===== src/verilog/io_bus_pkg.sv =====
// constants and a helper function shared by both ends of the peripheral i/o bus
// assumes a single 20 MHz system clock on both ends
package io_bus_pkg;
	// ==========================================================
	// instruction and bus field widths
	localparam int DATA_W     = 16;
	localparam int CLASS_W    = 4;
	localparam int KFIELD_W   = 3;
	localparam int ORDER_W    = 3;
	localparam int DEV_W      = 6;
	localparam int ADDR_W     = 16;
	localparam logic [3:0] IO_CLASS_CODE = 4'hf;
	localparam logic [15:0] BRANCH_STEP  = 16'h0001;

	// ==========================================================
	// command classes on the k lines
	localparam logic [2:0] K_DEV_FUNC   = 3'h0;
	localparam logic [2:0] K_WORD_OUT   = 3'h1;
	localparam logic [2:0] K_WORD_IN    = 3'h2;
	localparam logic [2:0] K_STATUS_REQ = 3'h3;
	localparam logic [2:0] K_IRQ_POLL   = 3'h4;
	localparam logic [2:0] K_RES5       = 3'h5;
	localparam logic [2:0] K_RES6       = 3'h6;
	localparam logic [2:0] K_RES7       = 3'h7;

	// ==========================================================
	// timing
	localparam int CLK_NS          = 50;
	localparam int SETTLE_NS       = 100;
	localparam int SETTLE_CYC      = (SETTLE_NS + CLK_NS - 1) / CLK_NS;
	localparam int REJECT_NS       = 10000;
	localparam int REJECT_CYC      = REJECT_NS / CLK_NS;
	localparam int ECHO_CYC        = 2;
	localparam int TIMER_W         = 16;
	localparam logic [15:0] STATUS_RESET = 16'h0000;

	// returns 1 when the k code reads data back from the controller
	function automatic logic isInbound(input logic [2:0] k);
		return (k == K_WORD_IN) || (k == K_STATUS_REQ) ||
			(k == K_IRQ_POLL);
	endfunction
endpackage


===== src/verilog/io_bus_if.sv =====
// shared peripheral i/o bus joining the cpu end and one controller end
// data lines are open wiring: the bench resolves them from the enables
`timescale 1ns/100ps
interface io_bus_if;
	logic [2:0]  kLines;
	logic [2:0]  orderLines;
	logic [5:0]  devAddr;
	logic        strobe;
	logic        echoAck;
	logic [15:0] cpuDataOut;
	logic        cpuDataOe;
	logic [15:0] ctlDataOut;
	logic        ctlDataOe;
	logic [15:0] dataIn;

	modport cpu (
		output kLines, orderLines, devAddr, strobe, cpuDataOut, cpuDataOe,
		input  echoAck, dataIn
	);
	modport ctl (
		input  kLines, orderLines, devAddr, strobe, dataIn,
		output echoAck, ctlDataOut, ctlDataOe
	);
endinterface


===== src/verilog/io_cpu_end.sv =====
// cpu side of the peripheral i/o bus: command sequencer and reject timer
// assumes bus inputs come from another clock domain and are synchronised
// What this block does
// - class 15 instructions, or any high-rate command, become bus commands
// - order field passed through, never decoded
// - accumulator driven on data during device function
// - reject timer starts when strobe rises
// - reject stores pc at branch, fetches branch+1
// - drive fields, settle, then strobe with timer
// - controller latches command, then pulses echo
// - echo drops fields, data and strobe
// - word out uses device function sequence
// - word in: cpu stays off data lines
// - drive all 16 bits, capture whole bus
// - high-rate transfer uses memory, keeps cpu state
// - device function clears controller flags, status keeps
// - status request uses word in timing
// - poll answers on line set by POLL_LINE
// - poll leaves interrupt request pending
// - one controller on the bus at once
// - six-bit device code, only match responds
// - order lines read only when selected
// - class lines decoded only when selected
// - class codes 0..4 defined, 5 and 6 reserved
// - class 7 reserved, no action
// - echo captures word in data
`timescale 1ns/100ps
module io_cpu_end #(
	parameter int REJECT_CYCLES = io_bus_pkg::REJECT_CYC
) (
	input  wire logic        clk_sys,
	input  wire logic        arst_n,
	io_bus_if.cpu            bus,
	input  wire logic        cmdValid,
	input  wire logic [15:0] instrWord,
	input  wire logic [15:0] branchAddr,
	input  wire logic        highRate,
	input  wire logic [15:0] accIn,
	input  wire logic [15:0] memDataIn,
	input  wire logic [15:0] pcIn,
	output logic             busy,
	output logic             done,
	output logic             rejected,
	output logic             notIo,
	output logic [15:0]      accOut,
	output logic             accWrite,
	output logic [15:0]      memDataOut,
	output logic             memWrite,
	output logic [15:0]      memAddr,
	output logic [15:0]      pcStoreData,
	output logic             pcStore,
	output logic [15:0]      fetchAddr,
	output logic             fetchRedirect
);
	typedef enum logic [1:0] {IDLE, SETTLE, STROBE, RELEASE} cpu_state_type;
	cpu_state_type state_q;

	logic [2:0]  kField;
	logic [2:0]  oField;
	logic [5:0]  dField;
	logic        isIo;
	logic        inbound_q;
	logic        highRate_q;
	logic [15:0] branch_q;
	logic [io_bus_pkg::TIMER_W-1:0] timer_q;
	logic [3:0]  settle_q;
	logic [2:0]  echoSync_q;
	logic [15:0] dataSync1_q;
	logic [15:0] dataSync2_q;
	logic        echoSeen;
	logic        timeout;

	assign isIo   = instrWord[15:12] == io_bus_pkg::IO_CLASS_CODE;
	assign kField = instrWord[11:9];
	assign oField = instrWord[8:6];
	assign dField = instrWord[5:0];
	// echo counted once second and third stages agree high
	assign echoSeen = echoSync_q[1] & echoSync_q[2];
	assign timeout  = timer_q >= io_bus_pkg::TIMER_W'(REJECT_CYCLES - 1);
	assign busy     = state_q != IDLE;

	// ==========================================================
	// synchronisers for echo and returning data
	always_ff @(posedge clk_sys or negedge arst_n) begin
		if (!arst_n) begin
			echoSync_q  <= 3'h0;
			dataSync1_q <= 16'h0000;
			dataSync2_q <= 16'h0000;
		end else begin
			echoSync_q  <= {echoSync_q[1:0], bus.echoAck};
			dataSync1_q <= bus.dataIn;
			dataSync2_q <= dataSync1_q;
		end
	end

	// ==========================================================
	// command sequencer
	always_ff @(posedge clk_sys or negedge arst_n) begin
		if (!arst_n) begin
			state_q <= IDLE;
		end else begin
			unique case (state_q)
				IDLE: begin
					if (cmdValid && (isIo || highRate)) begin
						state_q <= SETTLE;
					end
				end
				SETTLE: begin
					if (settle_q == 4'(io_bus_pkg::SETTLE_CYC - 1)) begin
						state_q <= STROBE;
					end
				end
				STROBE: begin
					if (echoSeen || timeout) begin
						state_q <= RELEASE;
					end
				end
				RELEASE: begin
					// wait for echo to fall so one echo ends one command
					if (!echoSync_q[2]) begin
						state_q <= IDLE;
					end
				end
			endcase
		end
	end

	always_ff @(posedge clk_sys or negedge arst_n) begin
		if (!arst_n) begin
			settle_q <= 4'h0;
		end else if (state_q == SETTLE) begin
			settle_q <= settle_q + 4'h1;
		end else begin
			settle_q <= 4'h0;
		end
	end

	always_ff @(posedge clk_sys or negedge arst_n) begin
		if (!arst_n) begin
			timer_q <= '0;
		end else if (state_q == STROBE) begin
			timer_q <= timer_q + 1'b1;
		end else begin
			timer_q <= '0;
		end
	end

	// ==========================================================
	// bus drivers, held from issue until echo or reject
	always_ff @(posedge clk_sys or negedge arst_n) begin
		if (!arst_n) begin
			bus.kLines     <= 3'h0;
			bus.orderLines <= 3'h0;
			bus.devAddr    <= 6'h00;
			bus.cpuDataOut <= 16'h0000;
			bus.cpuDataOe  <= 1'b0;
			inbound_q      <= 1'b0;
			highRate_q     <= 1'b0;
			branch_q       <= 16'h0000;
		end else if (state_q == IDLE && cmdValid && (isIo || highRate)) begin
			bus.kLines     <= kField;
			bus.orderLines <= oField;
			bus.devAddr    <= dField;
			// high-rate words come from memory, not the accumulator
			bus.cpuDataOut <= highRate ? memDataIn : accIn;
			bus.cpuDataOe  <= !io_bus_pkg::isInbound(kField);
			inbound_q      <= io_bus_pkg::isInbound(kField);
			highRate_q     <= highRate;
			branch_q       <= branchAddr;
		end else if (state_q == STROBE && (echoSeen || timeout)) begin
			bus.kLines     <= 3'h0;
			bus.orderLines <= 3'h0;
			bus.devAddr    <= 6'h00;
			bus.cpuDataOut <= 16'h0000;
			bus.cpuDataOe  <= 1'b0;
		end
	end

	always_ff @(posedge clk_sys or negedge arst_n) begin
		if (!arst_n) begin
			bus.strobe <= 1'b0;
		end else begin
			bus.strobe <= (state_q == SETTLE &&
				settle_q == 4'(io_bus_pkg::SETTLE_CYC - 1)) ||
				(state_q == STROBE && !echoSeen && !timeout);
		end
	end

	// ==========================================================
	// completion, capture and reject branch
	always_ff @(posedge clk_sys or negedge arst_n) begin
		if (!arst_n) begin
			done          <= 1'b0;
			rejected      <= 1'b0;
			notIo         <= 1'b0;
			accOut        <= 16'h0000;
			accWrite      <= 1'b0;
			memDataOut    <= 16'h0000;
			memWrite      <= 1'b0;
			memAddr       <= 16'h0000;
			pcStoreData   <= 16'h0000;
			pcStore       <= 1'b0;
			fetchAddr     <= 16'h0000;
			fetchRedirect <= 1'b0;
		end else begin
			done          <= 1'b0;
			rejected      <= 1'b0;
			accWrite      <= 1'b0;
			memWrite      <= 1'b0;
			pcStore       <= 1'b0;
			fetchRedirect <= 1'b0;
			notIo         <= state_q == IDLE && cmdValid && !isIo &&
				!highRate;
			if (state_q == STROBE && echoSeen) begin
				done <= 1'b1;
				if (inbound_q && !highRate_q) begin
					accOut   <= dataSync2_q;
					accWrite <= 1'b1;
				end
				if (inbound_q && highRate_q) begin
					memDataOut <= dataSync2_q;
					memWrite   <= 1'b1;
				end
			end else if (state_q == STROBE && timeout) begin
				done     <= 1'b1;
				rejected <= 1'b1;
				// high-rate sequences leave cpu control state alone
				if (!highRate_q) begin
					memAddr       <= branch_q;
					pcStoreData   <= pcIn;
					pcStore       <= 1'b1;
					fetchAddr     <= branch_q + io_bus_pkg::BRANCH_STEP;
					fetchRedirect <= 1'b1;
				end
			end
		end
	end
endmodule


===== src/flat_wrapper.sv =====
// flat-port wrapper written by rule: the top's interface ports become plain ports
module io_cpu_end_flat 
#(
	parameter int REJECT_CYCLES = io_bus_pkg::REJECT_CYC
)
  (clk_sys, arst_n, cmdValid, instrWord, branchAddr, highRate, accIn, memDataIn, pcIn, busy, done, rejected, notIo, accOut, accWrite, memDataOut, memWrite, memAddr, pcStoreData, pcStore, fetchAddr, fetchRedirect, bus_kLines, bus_orderLines, bus_devAddr, bus_strobe, bus_cpuDataOut, bus_cpuDataOe, bus_echoAck, bus_dataIn);
  io_bus_if bus_i ();
  input  wire logic clk_sys;
  input  wire logic arst_n;
  input  wire logic cmdValid;
  input  wire logic [15:0] instrWord;
  input  wire logic [15:0] branchAddr;
  input  wire logic highRate;
  input  wire logic [15:0] accIn;
  input  wire logic [15:0] memDataIn;
  input  wire logic [15:0] pcIn;
  output logic busy;
  output logic done;
  output logic rejected;
  output logic notIo;
  output logic [15:0] accOut;
  output logic accWrite;
  output logic [15:0] memDataOut;
  output logic memWrite;
  output logic [15:0] memAddr;
  output logic [15:0] pcStoreData;
  output logic pcStore;
  output logic [15:0] fetchAddr;
  output logic fetchRedirect;
  output wire logic [$bits(bus_i.kLines)-1:0] bus_kLines;
  output wire logic [$bits(bus_i.orderLines)-1:0] bus_orderLines;
  output wire logic [$bits(bus_i.devAddr)-1:0] bus_devAddr;
  output wire logic [$bits(bus_i.strobe)-1:0] bus_strobe;
  output wire logic [$bits(bus_i.cpuDataOut)-1:0] bus_cpuDataOut;
  output wire logic [$bits(bus_i.cpuDataOe)-1:0] bus_cpuDataOe;
  input wire logic [$bits(bus_i.echoAck)-1:0] bus_echoAck;
  input wire logic [$bits(bus_i.dataIn)-1:0] bus_dataIn;
  assign bus_kLines = bus_i.kLines;
  assign bus_orderLines = bus_i.orderLines;
  assign bus_devAddr = bus_i.devAddr;
  assign bus_strobe = bus_i.strobe;
  assign bus_cpuDataOut = bus_i.cpuDataOut;
  assign bus_cpuDataOe = bus_i.cpuDataOe;
  assign bus_i.echoAck = bus_echoAck;
  assign bus_i.dataIn = bus_dataIn;
  io_cpu_end #(.REJECT_CYCLES(REJECT_CYCLES)) u_core (.clk_sys(clk_sys), .arst_n(arst_n), .bus(bus_i), .cmdValid(cmdValid), .instrWord(instrWord), .branchAddr(branchAddr), .highRate(highRate), .accIn(accIn), .memDataIn(memDataIn), .pcIn(pcIn), .busy(busy), .done(done), .rejected(rejected), .notIo(notIo), .accOut(accOut), .accWrite(accWrite), .memDataOut(memDataOut), .memWrite(memWrite), .memAddr(memAddr), .pcStoreData(pcStoreData), .pcStore(pcStore), .fetchAddr(fetchAddr), .fetchRedirect(fetchRedirect));
endmodule

===== config.mk =====
export PLATFORM = sky130hd
export DESIGN_NAME = io_cpu_end_flat
export DESIGN_NICKNAME = d
export VERILOG_FILES = /design/src/verilog/io_bus_pkg.sv /design/src/verilog/io_bus_if.sv /design/src/verilog/io_cpu_end.sv /design/src/flat_wrapper.sv
export SDC_FILE = /design/constraint.sdc
export NUM_CORES = 1
export LEC_CHECK = 0
export BUFFER_PORTS_ARGS = -buffer_cell sky130_fd_sc_hd__buf_2
export CAP_MARGIN = 25
export CORE_ASPECT_RATIO = 0.6
export CORE_UTILIZATION = 55
export DETAILED_ROUTE_END_ITERATION = 8
export PLACE_DENSITY = 0.84
export REMOVE_ABC_BUFFERS = 1
export SETUP_SLACK_MARGIN = 0.15
export SYNTH_ARGS = -nofsm -noshare
export SYNTH_HDL_FRONTEND = slang
export SYNTH_SLANG_ARGS = --single-unit

===== constraint.sdc =====
create_clock -name clk_sys -period 6.8 [get_ports clk_sys]
set_input_delay 0 -clock clk_sys [delete_from_list [all_inputs] [get_ports clk_sys]]
set_output_delay 0 -clock clk_sys [all_outputs]
set_load 0.005 [all_outputs]

==> flow_summary_export.csv <==
group,metric,value,unit
floorplan,ios,219,
yosys,netlist_instances,579,
yosys,synth-simple-area-share,10.2,%
timing,max_freq,0.364,GHz
floorplan,dieHeight,92.5,um
clocking,cts-resized-gates,0,
placement,place_congestion,0.806,
route,vias,6000,
timing,drv_slew,0,
yosys,synth_fa_ha_area_share,1.50,%
power,power,3530,uW
yosys,synth-xor-area-share,3.04,%
floorplan,dieArea,14100,sq um
global_routing,grt_pass1_vias,6473,
global_routing,antenna_found_initial,0,
yosys,synth_area,7500,sq um
yosys,ys_async_sr_fraction,100,%
power,switching_power,1110,uW
placement,hpwl,11800,um
global_routing,grt_max_degree,120,
global_routing,gr-total-overflow,0,
yosys,synth_area_leader_cell,"dfrtp_1",
power,combinationalPowerShare,23.1,%
floorplan,initial_utilization,57.5,%
setup_path,worstSetupPathType,"reg2reg",
timing,fin_skew,0.0103,ns
clocking,cts_tree,"done",
yosys,synth_top_area_share,63.7,%
yosys,synth.most_common_cell,"dfrtp_1",
route,detail_route.iter0.violations,558,
final_layout,fin_cells,1076,
clocking,postCtsHoldBufs,96,
clocking,cts_buffers,17,
timing,period_needed,2.75,ns
flow_run,cap_violations,0,
run_status,status,"finished, violations left",
yosys,yosys_warnings,0,
placement,dp_cells,945,
setup_path,critPathArrivalTime,3.05,ns
power,peakVddDrop,0.000182,V
final_layout,antenna_cells,0,
final_layout,drive_gt1_share,38.0,%
setup_path,worstPathMaxFanout,49,
power,clkPwrFrac,31.7,%
yosys,synth_area_per_cell,13.0,sq um
final_layout,nets,1003,
clocking,cts_max_path_buffers,2,
global_routing,grt_pass1_wl,33800,um
final_layout,final_util,80.0,%
timing,grt_setup_unrepaired,"no",
final_layout,multiInputGateArea,2550,sq um
timing,min_period_over_period,40.4,%
floorplan,rows,32,
final_layout,regArea,4780,sq um
power,seqPwrFrac,45.2,%
yosys,yosys.cell_types.count,41,
yosys,synth-compound-area-share,3.97,%
clocking,cts_max_level,4,
global_routing,grt.total_usage,31.3,%
floorplan,die_w,153,um
route,ant_nets,0,
floorplan,coreArea,13100,sq um
placement,portBuffers,218,
setup_path,critPathLaunchType,"flip-flop",
timing,slew_headroom,38.7,%
clocking,clock_sinks,191,
setup_path,required,7.10,ns
run_status,violations,"design-rule violations",
yosys,synth.mux.area_fraction,15.2,%
timing,worst_slew_pin_slew,0.920,ns
yosys,yosysSeqAreaShare,63.7,%
yosys,yosys-top-cells-count,"dfrtp_1 (191), nand2_1 (103), mux2_2 (70), clkbuf_1 (20), mux2i_1 (20)",
clocking,cts-root-buf,"clkbuf_16",
yosys,synth-edff-count,0,
power,p_leak,0.00542,uW
route,drc,7,
power,intPower,2420,uW
final_layout,syn_to_final_growth,39.2,%
clocking,cts.clk_slew.worst_paths,0.08,ns
route,wire_per_inst,20.0,um
yosys,ys.flop_type,"dfrtp_1",
route,viasPerCell,5.58,
clocking,post_cts_buffers,0,
timing,hold_violations,0,
timing,tns,0,ns
timing,setup_violations,0,
setup_path,cp-end-kind,"flip-flop",
yosys,synth_top_family_by_area,"multiplexers",
route,finalWirelength,21500,um
route,drtPass1Iterations,9,
clocking,clock_latency,0.43,ns
power,switching_share,31.5,%
yosys,synth-seq-cells,191,
power,power.density,338,nW/um^2
yosys,synth_area_leaders,"dfrtp_1 (64%), mux2_2 (11%), nand2_1 (5.2%)",
worst_hold_path,min_path_type,"in2async",
final_layout,fill_cells,630,
layer usage:
layer,track usage (%),vias to the layer above,part of all wire [%]
met2,54.4,354,50
met4,14.6,0,3.5
met1,38.4,2963,39
met3,6.18,77,7.3
li1,-,2606,-
met5,0,-,0
final cells by class:
class	count	area share [%]
clock inverter	15	2.36
multi-input combinational	347	24.4
sequential	191	45.8
timing repair buffer	322	20.8
inverter	14	0.503
clock buffer	17	4.07
tap	170	2.04
sequential cells by signal, summed over array words and instances, names as in the netlist, 6 cells and up:
register               cells
u_core.accOut             16
u_core.branch_q           16
u_core.bus.cpuDataOut     16
u_core.bus.devAddr         6
u_core.dataSync1_q        16
u_core.dataSync2_q        16
u_core.fetchAddr          16
u_core.memAddr            16
u_core.memDataOut         16
u_core.pcStoreData        16
u_core.timer_q            16
logic make-up after synthesis:
family	Yosys count
buf+inv	41
compound gates	45
simple gates	167
mux	100
xor+xnor	26
fa+ha+maj	9
flops	191
layout by cell type (no fill, tap or decap), types with 3 or more instances in the layout:
cell type / netlist / final
buf_2: 4 / 217
dfrtp_1: 191 / 191
nand2_1: 103 / 103
dlygate4sd3_1: 0 / 96
mux2_2: 70 / 70
mux2i_1: 20 / 20
o22ai_1: 17 / 17
clkbuf_16: 0 / 17
xnor2_1: 16 / 16
o21ai_0: 15 / 15
inv_1: 14 / 14
and2_1: 12 / 12
nand3_1: 12 / 11
xor2_1: 10 / 10
mux2_4: 10 / 10
nand4_1: 9 / 9
ha_1: 9 / 9
nor2_1: 8 / 8
nor4_1: 8 / 8
bufinv_16: 0 / 4
inv_6: 0 / 4
buf_4: 1 / 4
and4_1: 3 / 3
inv_8: 0 / 3
clkinv_8: 0 / 3
metrics by stage:
stage               cell area [sq um]  hold WS (ns)  worst slack [ns]
floorplan                        7380        -0.296              3.76
global placement                 8720         0.108              4.14
detailed placement               8740         0.109              3.95
CTS                             10400         0.191              3.95
global route                    10400         0.161              3.88
finish                          10400        0.0949              4.05
path summary, 6_finish.rpt:
kind | end | from | cells after the start | slack, ns
worst max-delay path | u_core.pcStoreData[9]$_DFFE_PN0P_ | u_core.state_q[0]$_DFFE_PN0P_ | 6 | 4.05
worst min-delay path | u_core.accOut[1]$_DFFE_PN0P_ | arst_n | 2 | 0.09
worst max register to register | u_core.pcStoreData[9]$_DFFE_PN0P_ | u_core.state_q[0]$_DFFE_PN0P_ | 6 | 4.05
worst min register to register | u_core.dataSync2_q[2]$_DFF_PN0_ | u_core.dataSync1_q[2]$_DFF_PN0_ | 0 | 0.35
max in group asynchronous | u_core.pcStoreData[13]$_DFFE_PN0P_ | arst_n | 4 | 5.04
min in group clk_sys | u_core.dataSync1_q[13]$_DFF_PN0_ | bus_dataIn[13] | 2 | 0.21
power groups by stage:
stage	Combinational, uW	Sequential [uW]	Clock (uW)
floorplan	360	1560	0
global placement	669	1560	0
detailed placement	720	1590	0
CTS	772	1570	1120
global route	883	1620	1170
finish	815	1590	1120
critical path, cell delays in order (launching register included):
cell and delay [ns]:
dfrtp_1 0.41, inv_1 0.14, ha_1 0.62, nand2_1 0.22
or3b_2 0.49, buf_4 0.35, mux2_2 0.37
Note: power is estimated with default switching activity, not from simulation.
